--- config.mk ---
export PLATFORM = sky130hd
export DESIGN_NAME = smc_supply_ctrl
export DESIGN_NICKNAME = d
export VERILOG_FILES = /design/src/common/smc_pkg.sv /design/src/common/smc_reg_if.sv /design/src/core/smc_sync2.sv /design/src/core/smc_axil_slave.sv /design/src/core/smc_supply_ctrl.sv
export SDC_FILE = /design/constraint.sdc
export NUM_CORES = 1
export LEC_CHECK = 0
export ABC_AREA = 1
export BUFFER_PORTS_ARGS = -buffer_cell sky130_fd_sc_hd__buf_2
export CORE_ASPECT_RATIO = 1.2
export CORE_UTILIZATION = 54
export CTS_BUF_LIST = sky130_fd_sc_hd__clkbuf_2 sky130_fd_sc_hd__clkbuf_4 sky130_fd_sc_hd__clkbuf_8
export CTS_CLUSTER_DIAMETER = 40
export CTS_CLUSTER_SIZE = 12
export DETAILED_ROUTE_END_ITERATION = 16
export PLACE_DENSITY = 0.92
export SLEW_MARGIN = 25
export SYNTH_ARGS = -nofsm -noshare
export SYNTH_HDL_FRONTEND = slang
export SYNTH_SLANG_ARGS = --single-unit
--- constraint.sdc ---
create_clock -name aclk -period 2.1 [get_ports aclk]
set_input_delay 0.21 -clock aclk [delete_from_list [all_inputs] [get_ports aclk]]
set_output_delay 0.21 -clock aclk [all_outputs]
set_load 0.05 [all_outputs]
--- src/common/smc_pkg.sv ---
// Purpose: Shared constants and types for the supply monitor control block
// Assumes: 200 MHz aclk, AXI4-Lite register access with 32-bit data
// Notes: Register indices are word indices; byte address is four times the index
package smc_pkg;
	// Clock period in ns
	localparam int CLK_PERIOD_NS = 5;
	// Default start-up time after the battery rises, in ns
	localparam int T_STARTUP_NS = 1000000;
	// Byte address width of the register bus
	localparam int ADDR_W = 10;
	// Register indices
	localparam logic [7:0] IDX_CTRL = 8'h10;
	localparam logic [7:0] IDX_STAT = 8'h1B;
	localparam logic [7:0] IDX_EVT_STAT = 8'h20;
	localparam logic [7:0] IDX_EVT_CLR = 8'h21;
	localparam logic [7:0] IDX_EVT_EN = 8'h22;
	// Field positions
	localparam int THR_LSB = 0;
	localparam int AUX_LSB = 2;
	localparam int V1S_BIT = 0;
	localparam int SENSOR_SUPPLY_STATUS_LSB = 1;
	localparam int EVT_PO_BIT = 0;
	localparam int EVT_V1U_BIT = 1;
	// Auxiliary output configuration codes
	localparam logic [1:0] AUX_OFF = 2'h0;
	localparam logic [1:0] AUX_NORMAL = 2'h1;
	localparam logic [1:0] AUX_NSR = 2'h2;
	localparam logic [1:0] AUX_ALL = 2'h3;
	// Sensor supply status codes
	localparam logic [1:0] SENSOR_SUPPLY_STATUS_OK = 2'h0;
	localparam logic [1:0] SENSOR_SUPPLY_STATUS_UV = 2'h1;
	localparam logic [1:0] SENSOR_SUPPLY_STATUS_OV = 2'h2;
	localparam logic [1:0] SENSOR_SUPPLY_STATUS_DIS = 2'h3;
	// AXI responses
	localparam logic [1:0] RESP_OKAY = 2'h0;
	localparam logic [1:0] RESP_SLVERR = 2'h2;
	// Operating mode reported by the mode controller
	typedef enum logic [2:0] {
		MODE_NORMAL,
		MODE_STANDBY,
		MODE_SLEEP,
		MODE_RESET,
		MODE_OVERTEMP
	} smc_mode_t;
endpackage

--- src/common/smc_reg_if.sv ---
// Purpose: Register access carrier between bus slave and supply core
// Assumes: Single clock domain
// Notes: Read index and data are combinational, write strobe is one cycle
`timescale 1ns/1ps
interface smc_reg_if;
	logic wr_stb; // One-cycle write pulse
	logic [7:0] wr_idx; // Write word index
	logic [7:0] wr_data; // Low byte of write data
	logic wr_hit; // Write index is mapped
	logic [7:0] rd_idx; // Read word index
	logic [7:0] rd_data; // Read value
	logic rd_hit; // Read index is mapped
	modport slave (output wr_stb, wr_idx, wr_data, rd_idx, input wr_hit, rd_data, rd_hit);
	modport core (input wr_stb, wr_idx, wr_data, rd_idx, output wr_hit, rd_data, rd_hit);
endinterface

--- src/core/smc_sync2.sv ---
// Purpose: Two-stage synchroniser for asynchronous level inputs
// Assumes: Inputs are slow levels
// Notes: First stage feeds only the second stage
`timescale 1ns/1ps
module smc_sync2 #(
	parameter int W = 1
) (
	input wire logic aclk,
	input wire logic aresetn,
	input wire logic [W-1:0] din,
	output logic [W-1:0] dout
);
	typedef struct packed {
		logic [W-1:0] s1; // Metastable stage
		logic [W-1:0] s2; // Stable stage
	} smc_sync_t;
	smc_sync_t r_q, r_d;
	// Shift both stages
	always_comb begin
		r_d.s1 = din;
		r_d.s2 = r_q.s1;
	end
	// Register state
	always_ff @(posedge aclk) begin
		if (!aresetn) begin
			r_q <= '0;
		end else begin
			r_q <= r_d;
		end
	end
	assign dout = r_q.s2;
endmodule // smc_sync2

--- src/core/smc_axil_slave.sv ---
// Purpose: AXI4-Lite slave front end for the supply registers
// Assumes: One write and one read outstanding at most
// Notes: Unmapped indices answer SLVERR; only byte lane 0 carries data
`timescale 1ns/1ps
module smc_axil_slave (
	input wire logic aclk,
	input wire logic aresetn,
	input wire logic [smc_pkg::ADDR_W-1:0] awaddr,
	input wire logic awvalid,
	output logic awready,
	input wire logic [31:0] wdata,
	input wire logic [3:0] wstrb,
	input wire logic wvalid,
	output logic wready,
	output logic [1:0] bresp,
	output logic bvalid,
	input wire logic bready,
	input wire logic [smc_pkg::ADDR_W-1:0] araddr,
	input wire logic arvalid,
	output logic arready,
	output logic [31:0] rdata,
	output logic [1:0] rresp,
	output logic rvalid,
	input wire logic rready,
	smc_reg_if.slave rif
);
	typedef struct packed {
		logic aw_full; // Write address held
		logic [7:0] aw_idx; // Held write index
		logic w_full; // Write data held
		logic [7:0] wbyte; // Held write byte
		logic wlane0; // Byte lane 0 enabled
		logic awready; // Address ready
		logic wready; // Data ready
		logic bvalid; // Write response valid
		logic [1:0] bresp; // Write response code
		logic arready; // Read address ready
		logic rvalid; // Read data valid
		logic [31:0] rdata; // Read data
		logic [1:0] rresp; // Read response code
	} smc_axi_t;
	smc_axi_t q, d;
	logic fire; // Both halves of a write present
	// Channel handshakes and response generation
	always_comb begin
		d = q;
		fire = q.aw_full && q.w_full && !q.bvalid;
		if (awvalid && q.awready) begin
			d.aw_full = 1'b1;
			d.aw_idx = awaddr[9:2];
		end
		if (wvalid && q.wready) begin
			d.w_full = 1'b1;
			d.wbyte = wdata[7:0];
			d.wlane0 = wstrb[0];
		end
		if (q.bvalid && bready) begin
			d.bvalid = 1'b0;
		end
		if (fire) begin
			d.bvalid = 1'b1;
			d.bresp = rif.wr_hit ? smc_pkg::RESP_OKAY : smc_pkg::RESP_SLVERR;
			d.aw_full = 1'b0;
			d.w_full = 1'b0;
		end
		d.awready = !d.aw_full;
		d.wready = !d.w_full;
		if (q.rvalid && rready) begin
			d.rvalid = 1'b0;
		end
		if (arvalid && q.arready) begin
			d.rvalid = 1'b1;
			d.rdata = {24'h00_0000, rif.rd_data};
			d.rresp = rif.rd_hit ? smc_pkg::RESP_OKAY : smc_pkg::RESP_SLVERR;
		end
		d.arready = !d.rvalid;
	end
	// Register state
	always_ff @(posedge aclk) begin
		if (!aresetn) begin
			q <= '0;
		end else begin
			q <= d;
		end
	end
	assign rif.wr_stb = fire && q.wlane0;
	assign rif.wr_idx = q.aw_idx;
	assign rif.wr_data = q.wbyte;
	assign rif.rd_idx = araddr[9:2];
	assign awready = q.awready;
	assign wready = q.wready;
	assign bvalid = q.bvalid;
	assign bresp = q.bresp;
	assign arready = q.arready;
	assign rvalid = q.rvalid;
	assign rdata = q.rdata;
	assign rresp = q.rresp;
endmodule // smc_axil_slave

--- src/core/smc_supply_ctrl.sv ---
// Purpose: Supply supervision, power-up sequencing and auxiliary output gating
// Assumes: Comparator and strap inputs are asynchronous; sys_mode is on aclk
// Notes: HAS_SENSOR selects sensor supply variant, else high-voltage inhibit
//
// Added by the designer: the AXI4-Lite register port.
`timescale 1ns/1ps
module smc_supply_ctrl #(
	parameter int STARTUP_NS = smc_pkg::T_STARTUP_NS,
	parameter bit HAS_SENSOR = 1'b1
) (
	input wire logic aclk,
	input wire logic aresetn,
	// Register bus
	input wire logic [smc_pkg::ADDR_W-1:0] awaddr,
	input wire logic awvalid,
	output logic awready,
	input wire logic [31:0] wdata,
	input wire logic [3:0] wstrb,
	input wire logic wvalid,
	output logic wready,
	output logic [1:0] bresp,
	output logic bvalid,
	input wire logic bready,
	input wire logic [smc_pkg::ADDR_W-1:0] araddr,
	input wire logic arvalid,
	output logic arready,
	output logic [31:0] rdata,
	output logic [1:0] rresp,
	output logic rvalid,
	input wire logic rready,
	// Analog comparator levels
	input wire logic battery_below_poff,
	input wire logic battery_above_pon,
	input wire logic v1_below_90,
	input wire logic v1_below_80,
	input wire logic v1_below_70,
	input wire logic v1_below_60,
	input wire logic sensor_supply_out_below_uv,
	input wire logic sensor_supply_out_above_ov,
	// Non-volatile start-up straps
	input wire logic [1:0] startup_threshold_nvm_bits,
	input wire logic aux_output_startup_bit,
	// Operating mode from the mode controller
	input wire smc_pkg::smc_mode_t sys_mode,
	// Results
	output logic off_mode,
	output logic reset_mode_req,
	output logic system_reset_req,
	output logic aux_output_on,
	output logic irq
);
	// Start-up delay in cycles, rounded up, never below one
	localparam int STARTUP_RAW = (STARTUP_NS + smc_pkg::CLK_PERIOD_NS - 1) / smc_pkg::CLK_PERIOD_NS;
	localparam int STARTUP_CYC = (STARTUP_RAW < 1) ? 1 : STARTUP_RAW;

	// Refuse settings the counter cannot serve
	if (STARTUP_NS < 0) begin : g_bad_startup
		$error("STARTUP_NS must not be negative");
	end

	// Power sequencing states
	typedef enum logic [1:0] {
		ST_OFF,
		ST_STARTUP,
		ST_ACTIVE
	} smc_state_t;

	// Whole block state
	typedef struct packed {
		smc_state_t state; // Sequencer state
		logic [31:0] cnt; // Start-up counter
		logic [1:0] thr; // Reset threshold select
		logic [1:0] aux_cfg; // Aux output configuration
		logic po; // Power-on event flag
		logic v1u; // Undervoltage warning event
		logic [1:0] en; // Event enable register
		logic v1s; // Regulator status bit
		logic [1:0] sensor_supply_status; // Sensor supply status
		logic aux_on; // Aux output drive
		logic rst_req; // System reset request
		logic leave_off; // One-cycle Reset mode request
		logic off; // Off mode indicator
		logic irq; // Interrupt level
	} smc_core_t;

	smc_core_t q, d;
	smc_reg_if rif ();

	// Synchronised inputs
	logic [10:0] raw_in; // Asynchronous bundle
	logic [10:0] syn; // After two flip-flops
	logic bat_poff; // Battery below power-off
	logic bat_pon; // Battery above power-on
	logic [3:0] v1_below; // Index equals threshold code
	logic vx_uv; // Sensor supply under
	logic vx_ov; // Sensor supply over
	logic [1:0] nvm_thr; // Start-up threshold straps
	logic nvm_aux; // Start-up aux strap

	assign raw_in = {aux_output_startup_bit, startup_threshold_nvm_bits, sensor_supply_out_above_ov,
		sensor_supply_out_below_uv, v1_below_60, v1_below_70, v1_below_80, v1_below_90,
		battery_above_pon, battery_below_poff};

	// Two-flop capture of every pin level
	smc_sync2 #(
		.W(11)
	) u_sync (
		.aclk(aclk),
		.aresetn(aresetn),
		.din(raw_in),
		.dout(syn)
	);

	assign bat_poff = syn[0];
	assign bat_pon = syn[1];
	assign v1_below = syn[5:2];
	assign vx_uv = syn[6];
	assign vx_ov = syn[7];
	assign nvm_thr = syn[9:8];
	assign nvm_aux = syn[10];

	// Bus front end
	smc_axil_slave u_axi (
		.aclk(aclk),
		.aresetn(aresetn),
		.awaddr(awaddr),
		.awvalid(awvalid),
		.awready(awready),
		.wdata(wdata),
		.wstrb(wstrb),
		.wvalid(wvalid),
		.wready(wready),
		.bresp(bresp),
		.bvalid(bvalid),
		.bready(bready),
		.araddr(araddr),
		.arvalid(arvalid),
		.arready(arready),
		.rdata(rdata),
		.rresp(rresp),
		.rvalid(rvalid),
		.rready(rready),
		.rif(rif.slave)
	);

	// Aux output wanted by configuration and mode
	function automatic logic aux_wanted(input logic [1:0] cfg, input smc_pkg::smc_mode_t m);
		logic on;
		on = 1'b0;
		case (cfg)
			smc_pkg::AUX_OFF: on = 1'b0;
			smc_pkg::AUX_NORMAL: on = (m == smc_pkg::MODE_NORMAL);
			smc_pkg::AUX_NSR: on = (m == smc_pkg::MODE_NORMAL) || (m == smc_pkg::MODE_STANDBY)
				|| (m == smc_pkg::MODE_RESET);
			smc_pkg::AUX_ALL: on = (m == smc_pkg::MODE_NORMAL) || (m == smc_pkg::MODE_STANDBY)
				|| (m == smc_pkg::MODE_RESET) || (m == smc_pkg::MODE_SLEEP);
			default: on = 1'b0;
		endcase
		return on;
	endfunction

	// Read decode, reserved bits are zero
	always_comb begin
		rif.rd_data = 8'h00;
		rif.rd_hit = 1'b1;
		case (rif.rd_idx)
			smc_pkg::IDX_CTRL: begin
				rif.rd_data[smc_pkg::THR_LSB +: 2] = q.thr;
				rif.rd_data[smc_pkg::AUX_LSB +: 2] = q.aux_cfg;
			end
			smc_pkg::IDX_STAT: begin
				rif.rd_data[smc_pkg::V1S_BIT] = q.v1s;
				rif.rd_data[smc_pkg::SENSOR_SUPPLY_STATUS_LSB +: 2] = q.sensor_supply_status;
			end
			smc_pkg::IDX_EVT_STAT: begin
				rif.rd_data[smc_pkg::EVT_PO_BIT] = q.po;
				rif.rd_data[smc_pkg::EVT_V1U_BIT] = q.v1u;
			end
			smc_pkg::IDX_EVT_EN: begin
				rif.rd_data[1:0] = q.en;
			end
			smc_pkg::IDX_EVT_CLR: begin
				rif.rd_data = 8'h00;
			end
			default: begin
				rif.rd_hit = 1'b0;
			end
		endcase
	end

	// Write index decode
	always_comb begin
		case (rif.wr_idx)
			smc_pkg::IDX_CTRL, smc_pkg::IDX_STAT, smc_pkg::IDX_EVT_CLR,
			smc_pkg::IDX_EVT_EN: rif.wr_hit = 1'b1;
			default: rif.wr_hit = 1'b0;
		endcase
	end

	// Next-state logic for the whole block
	always_comb begin
		d = q;
		d.leave_off = 1'b0;

		// Power sequencing
		case (q.state)
			ST_OFF: begin
				d.cnt = 32'h0000_0000;
				if (bat_pon && !bat_poff) begin
					d.state = ST_STARTUP;
				end
			end
			ST_STARTUP: begin
				if (!bat_pon) begin
					d.state = ST_OFF; // Battery dropped again, restart wait
				end else if (q.cnt >= 32'(STARTUP_CYC - 1)) begin
					d.state = ST_ACTIVE;
					d.leave_off = 1'b1;
					d.thr = nvm_thr;
					d.aux_cfg = nvm_aux ? smc_pkg::AUX_ALL : smc_pkg::AUX_OFF;
				end else begin
					d.cnt = q.cnt + 32'h0000_0001;
				end
			end
			ST_ACTIVE: begin
				d.cnt = 32'h0000_0000;
			end
			default: begin
				d.state = ST_OFF;
			end
		endcase
		if (bat_poff) begin
			d.state = ST_OFF;
			d.cnt = 32'h0000_0000;
		end

		// Register writes, low byte only, reserved bits dropped
		if (rif.wr_stb) begin
			case (rif.wr_idx)
				smc_pkg::IDX_CTRL: begin
					d.thr = rif.wr_data[smc_pkg::THR_LSB +: 2];
					d.aux_cfg = rif.wr_data[smc_pkg::AUX_LSB +: 2];
				end
				smc_pkg::IDX_EVT_CLR: begin
					if (rif.wr_data[smc_pkg::EVT_PO_BIT]) begin
						d.po = 1'b0;
					end
					if (rif.wr_data[smc_pkg::EVT_V1U_BIT]) begin
						d.v1u = 1'b0;
					end
				end
				smc_pkg::IDX_EVT_EN: begin
					d.en = rif.wr_data[1:0];
				end
				default: begin
					d.en = q.en; // Status register ignores writes
				end
			endcase
		end

		// Event capture after clears so that a set wins
		if (d.leave_off) begin
			d.po = 1'b1;
		end
		if (q.state == ST_ACTIVE && v1_below[0] && !q.v1s && q.en[smc_pkg::EVT_V1U_BIT]) begin
			d.v1u = 1'b1;
		end

		// Regulator status
		d.v1s = (q.state == ST_ACTIVE) ? v1_below[0] : 1'b0;

		// Reset request on selected threshold; code is comparator index
		d.rst_req = (q.state == ST_ACTIVE) && v1_below[q.thr];

		// Aux output gating
		if (q.state != ST_ACTIVE) begin
			d.aux_on = 1'b0;
		end else if (sys_mode == smc_pkg::MODE_OVERTEMP) begin
			if (HAS_SENSOR) begin
				d.aux_on = 1'b0;
			end else begin
				d.aux_on = q.aux_on;
			end
		end else begin
			d.aux_on = aux_wanted(q.aux_cfg, sys_mode);
		end

		// Sensor supply status
		if (!HAS_SENSOR) begin
			d.sensor_supply_status = smc_pkg::SENSOR_SUPPLY_STATUS_OK;
		end else if (!d.aux_on) begin
			d.sensor_supply_status = smc_pkg::SENSOR_SUPPLY_STATUS_DIS;
		end else if (vx_uv) begin
			d.sensor_supply_status = smc_pkg::SENSOR_SUPPLY_STATUS_UV;
		end else if (vx_ov) begin
			d.sensor_supply_status = smc_pkg::SENSOR_SUPPLY_STATUS_OV;
		end else begin
			d.sensor_supply_status = smc_pkg::SENSOR_SUPPLY_STATUS_OK;
		end

		// Misc outputs
		d.off = (d.state == ST_OFF) || (d.state == ST_STARTUP);
		d.irq = |({d.v1u, d.po} & d.en);
	end

	// Register the whole state
	always_ff @(posedge aclk) begin
		if (!aresetn) begin
			q <= '0;
			q.state <= ST_OFF;
			q.off <= 1'b1;
			q.sensor_supply_status <= HAS_SENSOR ? smc_pkg::SENSOR_SUPPLY_STATUS_DIS : smc_pkg::SENSOR_SUPPLY_STATUS_OK;
		end else begin
			q <= d;
		end
	end

	// Outputs straight from flip-flops
	assign off_mode = q.off;
	assign reset_mode_req = q.leave_off;
	assign system_reset_req = q.rst_req;
	assign aux_output_on = q.aux_on;
	assign irq = q.irq;
endmodule // smc_supply_ctrl

# Word level (Yosys, flattened, before mapping)
# Index checks and enable logic that the tools add are counted.
# Widths: inputs -> output; s select.
# totals
ff_bits,104
input_bits,77
output_inout_bits,46
# classes
add_sub_neg,1
magnitude_cmp,2
eq_ne,22
n_mux,44
bitwise_logic,3
reduce_logical,38
# op_table
op,count
$pmux 32 s2,1
$eq 8x6->1 const B,5
$mux 36,1
$mux 35,1
$mux 34,1
$add 32x1->32 const B,1
$eq 8x5->1 const B,4
$ge 32x18->1 const B,1
$mux 32,1
$mux 2,10
$mux 1,17
$logic_and 1x1->1,13
$mux 4,3
$mux 10,1
$mux 9,1
$mux 8,1
$pmux 2 s4,1
$eq 2x1->1 const B,3
$eq 2x2->1 const B,3
$eq 3x2->1 const B,2
$logic_not 1->1,6
$logic_not 2->1,3
$pmux 2 s3,1
$reduce_or 2->1,3
other kinds (19),26

# Depth between registers and ports, before layout
# Gate-level depths: netlist of the first run.
# logic_depth
word_depth,9
mapped_depth,12

# Cells and area by module
# A second synthesis of the first run with hierarchy kept.
# unflattened
cells_unflattened,672
hier_area_um2,4820.9
# modules_own_cells
module,n_inst,cells_per_inst,area_each_um2
smc_supply_ctrl,1,390,2522.4
smc_axil_slave,1,214,1670.4
smc_sync2,1,68,628.1

# Least setup slack after synthesis of the first run
# OpenSTA, ideal clock, no wires.
# synth_path
path_kind,register to register
from,register q[16] (netlist bit)
to,register q[15] (netlist bit)
setup_time_ns,0.109
arrival_time_ns,1.393
t_required_ns,1.991
path_slack_ns,0.599
path_stages_with_launch,13
path_buffers,0
cell_sequence,dfxtp_1 > ha_1 > nand3_1 > o21ai_0 > nand2_1 > nand2_1 > nand2_2 > nand2_1 > nand2_2 > nand2_1 > nand3_1 > nand2_1 > inv_1
# synth_between
elab_chain_cells,6
# synth_lines
item,line_no,text
from (decl),smc_supply_ctrl.sv:86,"smc_core_t q, d;"
$ge 32x18->1 (*),smc_supply_ctrl.sv:216,end else if (q.cnt >= 32'(STARTUP_CYC - 1)) begin
$mux 4 (*),smc_supply_ctrl.sv:216,
$mux 36 (*),smc_supply_ctrl.sv:214,if (!bat_pon) begin
$mux 4 (*),smc_supply_ctrl.sv:206,case (q.state)
$mux 4,smc_supply_ctrl.sv:239,case (rif.wr_idx)
$mux 8 (*),smc_supply_ctrl.sv:238,if (rif.wr_stb) begin
# Mark *: on every way between the ends. The rest lies on a longest branch, timed or not. The select of a mux whose other input is x is not followed.
# A chain may end at the register's enable or synchronous reset.

# Final worst setup path of the first run
# layout_path
from,register q[16] (netlist bit)
to,register q[46] (netlist bit)
# layout_between
elab_chain_cells,4
elab_cells_between_ends,7
classes_between,add/sub (1); order compare (1); eq/ne (1); mux (3); reduce/logical (1)
# layout_lines
item,line_no,text
$add 32x1->32,smc_supply_ctrl.sv:222,d.cnt = q.cnt + 32'h0000_0001;
$mux 32,smc_supply_ctrl.sv:216,
$mux 36,smc_supply_ctrl.sv:214,
$pmux 32 s2,smc_supply_ctrl.sv:206,
# Parallel ways exist; a longest one is shown, timed or not. The select of a mux whose other input is x is not followed.

==> impl_metrics.csv, run 1 <==
group,metric,value,unit
logic_synthesis,ys.flop_type,"dfxtp_1",
status,violations,"DRC",
worst_setup_path,criticalPathCategory,"register to register",
layout,fin_util,0.616,
sta,setup_violations,0,
place,gp_congestion,0.897,
worst_setup_path,crit_top_cell,"nand2_1",
worst_setup_path,cp_slowest_cell,"dfxtp_1",
logic_synthesis,synth_cell_types,37,
logic_synthesis,synth.top_cell.area_share,0.442,
sta,fin_crit_sh,0.872,
grt,overflow,0,
layout,antenna_cells,0,
floorplanning,die_height,101,um
layout,layout.nets,756,
floorplanning,num_io_pins,123,
routing,firstDrtPassIters,12,
sta,fin_crit,1.83,ns
power_and_ir_drop,p_per_area,722,nW/um2
place,port_buffers,57,
logic_synthesis,syn_inst,628,
min_path,hp-class,"input port to register",
grt,grt_start_max_net_pins,44,
clocking,clockBufferDepth,2,
floorplanning,start_util,0.566,
logic_synthesis,synth_common_cells,"nand2_1, dfxtp_1, inv_1, nor2_1, nand3_1",
floorplanning,dieArea,8590,um2
power_and_ir_drop,cellLeakagePower,0.00222,uW
sta,rsz0062_at_grt,"no",
logic_synthesis,synth_top_area_cell,"dfxtp_1",
sta,setup_tns,0,ns
grt,grt_pass1_wl,14.6,mm
sta,hold_viol,0,
layout,drive_above_1_share,0.132,
layout,synthToLayoutAreaGrowth,8.73,%
clocking,htreeDepth,3,
grt,antenna_found_initial,0,
routing,drt_iter0_drc,259,
clocking,cts.sinks,98,
routing,via_count,3885,
logic_synthesis,synth_edf_count,0,
job,drv_cap,0,
power_and_ir_drop,ir_drop,645,uV
routing,ant_nets,0,
logic_synthesis,syn_area,4440,um2
logic_synthesis,ys_top_cells_by_area,"dfxtp_1, nand2_1, inv_1",
routing,drt-wirelength-per-cell,11.5,um
grt,track_usage,0.212,
routing,viasPerCell,5.01,
sta,slew_viol_final,0,
sta,finClkSkew,0.0182,ns
logic_synthesis,synth-seq-cells,98,
worst_setup_path,critPathRequiredTime,2.41,ns
worst_setup_path,cp-start-kind,"register",
floorplanning,fp.dieW,84.8,um
worst_setup_path,endpoint_kind,"register",
clocking,tritoncts,"yes",
routing,routed_wirelength,8.91,mm
clocking,path_clk_slew,0.10,ns
floorplanning,num_rows,35,
routing,drc,3,
logic_synthesis,ys_warn_count,0,
clocking,cts.root.buffer_cell,"clkbuf_8",
worst_setup_path,arrival,2.14,ns
clocking,insertion_delay,0.38,ns
worst_setup_path,worstPathMaxFanout,23,
clocking,cts_setup_buffers,0,
logic_synthesis,syn_avg_cell_area,7.07,um2
worst_setup_path,crit_path_cell_trace,"ha_1 -> nand3_1 -> o21ai_0 -> nand2_1 -> nand2_1 -> nand2_2 -> nand3_4 -> nand2_4 -> inv_2 -> nand2_1 -> nor2_1",
grt,grt_pass1_vias,3450,
status,status,"finished with violations",
sta,relSlewSlack,0.609,
sta,fmax,546,MHz
logic_synthesis,synth_seq_area_share,0.442,
sta,worst_pin_slew,0.582,ns
worst_setup_path,crit_path_max_incr_delay,0.39,ns
logic_synthesis,yosysMostFrequentCell,"nand2_1",
place,hpwlAfterDp,6.32,mm
clocking,cts_buffers,9,
floorplanning,core,7840,um2
logic_synthesis,async_reset_ff_frac,0,
## layer usage
layer | part of all wire | vias to the layer above | track usage | wire length, um
li1 | - | 2005 | - | -
met1 | 0.41 | 1743 | 0.239 | 3700
met2 | 0.52 | 121 | 0.385 | 4640
met3 | 0.049 | 16 | 0.0546 | 435
met4 | 0.016 | 0 | 0.0860 | 142
met5 | 0 | - | 0 | 0
## cell type report
class,instances,area (um2)
Clock buffer,9,124
Clock inverter,7,71.3
Fill cell,659,3010
Inverter,94,353
Multi-Input combinational cell,412,1870
Sequential cell,98,1960
Tap cell,92,115
Timing Repair Buffer,63,333
## critical path, delay by kind of cell, from the launching register on
kind / cells / cell delay [ns]
fa+ha+maj: 1 / 0.21
compound gates: 1 / 0.22
simple gates: 8 / 0.72
buf+inv: 1 / 0.21
flops: 1 / 0.39
## stage by stage
stage                     hold slack (ns)  instances  cell area, um2  worst slack (ns)  power [uW]
final                              0.0162        775            4830             0.269        3490
after CTS                         0.00366        775            4830             0.292        3500
after global routing              0.00945        775            4830            0.0542        3630
after floorplan                     0.308        657            4550             0.599        2320
after global placement              0.395        758            4620             0.355        2340
after detailed placement            0.393        758            4620             0.318        2350
## logic make-up (layout without fill, tap and decap cells)
family,count (synthesis),in the layout,synth area share
AND/OR/NAND/NOR,303,303,0.299
AO/OA/AOI/OAI,76,76,0.0899
XOR/XNOR,2,2,0.00395
other,1,30,0.000844
flip-flops,98,98,0.442
buffers and inverters,147,173,0.161
adder cells (fa/ha/maj),1,1,0.00282
## cells in the final DEF, fill, tap and decap left out, drive strengths merged
master and n:
dlygate4sd3 1, nor2 92, or3 1, or2 2
clkinvlp 2, o21ai 36, nand3b 2, ha 1
clkinv 3, nor4 3, o2111ai 1, a21oi 33
conb 30, nor3 21, clkbuf 9, a31oi 1
and2 1, dfxtp 98, nand3 50, a22oi 1
a21boi 1, xor2 2, o221ai 1, nand2 121
inv 96, buf 62, o21bai 2, nor3b 1
nand4 9
## report_power, final
group          switching (uW)  total (uW)  internal, uW
clock                     711        1170           462
sequential               26.4        1940          1910
combinational             291         375          84.0
total                    1030        3490          2460
## worst paths after layout
kind         slack [ns]        endpoint                     startpoint  cells past startpoint
max reg2reg        0.27           q[46]                          q[16]                     11
max                0.27           q[46]                          q[16]                     11
min                0.02   u_sync.r_d[9]  startup_threshold_nvm_bits[1]                      3
min reg2reg        0.42  u_sync.dout[3]                  u_sync.r_d[3]                      2
## what timing repair did
action / in CTS / in global routing
hold endpoints to repair: 1 / 0
resized for setup: 0 / 0
hold buffers: 1 / 0
## flip-flops by register name (all words and copies together), names as in the netlist, 3 cells and up
signal	cells
u_axi.rdata	4
u_sync.r_d	11
u_sync.dout	11
u_axi.rif.wr_idx	8
u_axi.q	3
q	45
u_axi.rif.wr_data	4
No activity file was read; power rests on OpenSTA's default activity.
==> run 2, diff against run 1 <==
--- a/config.mk
+++ b/config.mk
@@ -9,7 +9,7 @@
 export BUFFER_PORTS_ARGS = -buffer_cell sky130_fd_sc_hd__buf_2
 export CORE_ASPECT_RATIO = 1.2
 export CORE_UTILIZATION = 54
-export CTS_BUF_LIST = sky130_fd_sc_hd__clkbuf_2 sky130_fd_sc_hd__clkbuf_4 sky130_fd_sc_hd__clkbuf_8
+export CTS_BUF_LIST = sky130_fd_sc_hd__clkbuf_2
 export CTS_CLUSTER_DIAMETER = 40
 export CTS_CLUSTER_SIZE = 12
 export DETAILED_ROUTE_END_ITERATION = 16
==> run 2 against run 1 <==
Net effect:
- the run still ends with DRC left
- clock skew is 0.032 ns higher
- clock power is 26% lower
- power is 7.1% lower
- hold slack better by 0.039 ns
- wire length is 5.9% higher
- final cell count is 4.3% higher
- critical path type unchanged
- critical endpoint is now aux_output_on
- largest power group unchanged
==> impl_metrics.csv, run 2 (same netlist as run 1, synthesis figures left out) <==
group,metric,value,unit
sta,worst_pin_slew,0.574,ns
grt,grt_pass1_vias,3734,
worst_setup_path,ff2ff_setup_slack,0.21,ns
clocking,cts_buffers,9,
grt,grt_start_max_net_pins,44,
routing,ant_nets,0,
power_and_ir_drop,ir_drop,526,uV
layout,final_common_cell,"nand2_1",
power_and_ir_drop,intPower,2230,uW
layout,layout.nets,789,
sta,fin_crit,1.89,ns
worst_setup_path,criticalPathCategory,"register to register",
floorplanning,die_height,101,um
clocking,cts_setup_buffers,0,
power_and_ir_drop,p_comb_frac,0.132,
routing,viasPerCell,4.99,
layout,synthToLayoutAreaGrowth,14.5,%
clocking,cts.sinks,98,
layout,final_cell_mix,"nand2_1, dfxtp_1, inv_1",
sta,rsz0062_at_grt,"no",
place,port_buffers,57,
power_and_ir_drop,cellLeakagePower,0.00234,uW
routing,routed_wirelength,9.44,mm
grt,grt_pass1_wl,15.3,mm
grt,use_met1,0.239,
sta,setup_violations,0,
place,gp_congestion,0.897,
min_path,min_to,"u_axi.rif.wr_data[2]",
min_path,hp-class,"input port to register",
floorplanning,core,7840,um2
routing,firstDrtPassIters,11,
floorplanning,num_rows,35,
worst_setup_path,endpoint_kind,"register",
worst_setup_path,reg2reg_from,"q[49]",
clocking,cts.root.buffer_cell,"clkbuf_2",
grt,grtUsageMet2,0.420,
clocking,htreeDepth,3,
sta,slew_viol_final,0,
clocking,clockBufferDepth,2,
sta,fin_crit_sh,0.900,
status,violations,"DRC",
routing,drt_iter0_drc,291,
worst_setup_path,r2r-end,"aux_output_on",
worst_setup_path,r2r_cells,7,
layout,antenna_cells,0,
power_and_ir_drop,clockPowerShare,0.266,
floorplanning,fp.dieW,84.8,um
status,status,"finished with violations",
routing,drt-wirelength-per-cell,11.7,um
layout,final_cells,808,
routing,drc,3,
place,hpwlAfterDp,6.32,mm
grt,overflow,0,
floorplanning,start_util,0.566,
clocking,tritoncts,"yes",
power_and_ir_drop,p_per_area,637,nW/um2
sta,holdWs,0.0549,ns
floorplanning,dieArea,8590,um2
min_path,worstHoldPathCells,4,
min_path,hp-start,"wvalid",
clocking,insertion_delay,0.58,ns
sta,finClkSkew,0.0501,ns
job,drv_cap,0,
grt,track_usage,0.221,
worst_setup_path,arrival,2.41,ns
floorplanning,num_io_pins,123,
sta,relSlewSlack,0.614,
routing,via_count,4033,
power_and_ir_drop,p_seq_frac,0.601,
layout,fin_util,0.649,
place,placed_cells,758,
power_and_ir_drop,p_sw,1000,uW
grt,top_usage_layer,"met2",
worst_setup_path,worstPathMaxFanout,3,
grt,grt.met3_usage,0.0424,
grt,antenna_found_initial,0,
worst_setup_path,cp-start-kind,"register",
layout,largest_register_ffs,45,
sta,hold_viol,0,
layout,largest-register,"q",
clocking,path_clk_slew,0.31,ns
sta,setup_tns,0,ns
power_and_ir_drop,p_sw_frac,0.310,
sta,fmax,529,MHz
worst_setup_path,critPathRequiredTime,2.62,ns
layout,drive_above_1_share,0.127,
## run 2: metrics by stage
step | setup slack, ns | total power, uW | area (um2)
after floorplan | 0.599 | 2320 | 4550
after global placement | 0.355 | 2340 | 4620
after detailed placement | 0.318 | 2350 | 4620
after CTS | 0.132 | 3250 | 5080
after global routing | 0.0124 | 3380 | 5080
final | 0.211 | 3240 | 5080
## run 2: repair_timing
item | CTS | global route
setup endpoints to repair | 0 | 1
hold buffers | 34 | 0
gates resized for setup | 0 | 1
endpoints found under the hold margin | 37 | 0
## run 2: area by class of cell
class,instances,area [um2]
fillers,608,2750
clock buffers,9,45.0
flip-flops and latches,98,1960
repair buffers,96,663
inverters,94,353
well taps,92,115
multi-input cells,412,1880
clock inverters,7,71.3
## run 2: power groups by stage
stage	Combinational, uW	Clock (uW)	Sequential, uW
2_1_floorplan	318	0	2000
3_3_place_gp	363	0	1980
3_5_place_dp	372	0	1980
4_1_cts	419	882	1950
5_1_grt	464	956	1950
6_report	429	862	1950
## run 2: worst max-delay path, stage by stage, from the launching register on
cell and delay, ns:
dfxtp_1 0.46, inv_1 0.07, nor2_1 0.09, inv_1 0.08, nor2_1 0.18, o21ai_0 0.14, nor3_2 0.24, dlygate4sd3_1 0.60
## run 2: worst max-delay path by stage
stage,start,end,slack (ns),depth (start not counted)
2_1_floorplan,q[16],q[15],0.60,12
3_3_place_gp,q[16],off_mode,0.35,10
3_5_place_dp,q[16],off_mode,0.32,10
4_1_cts,q[49],aux_output_on,0.13,7
5_1_grt,q[16],q[20],0.01,11
6_report,q[49],aux_output_on,0.21,7
## run 2: routing by layer
metal,vias up,routed length [um]
li1,2072,-
met1,1813,3900
met2,131,4950
met3,17,409
met4,0,174
met5,-,0
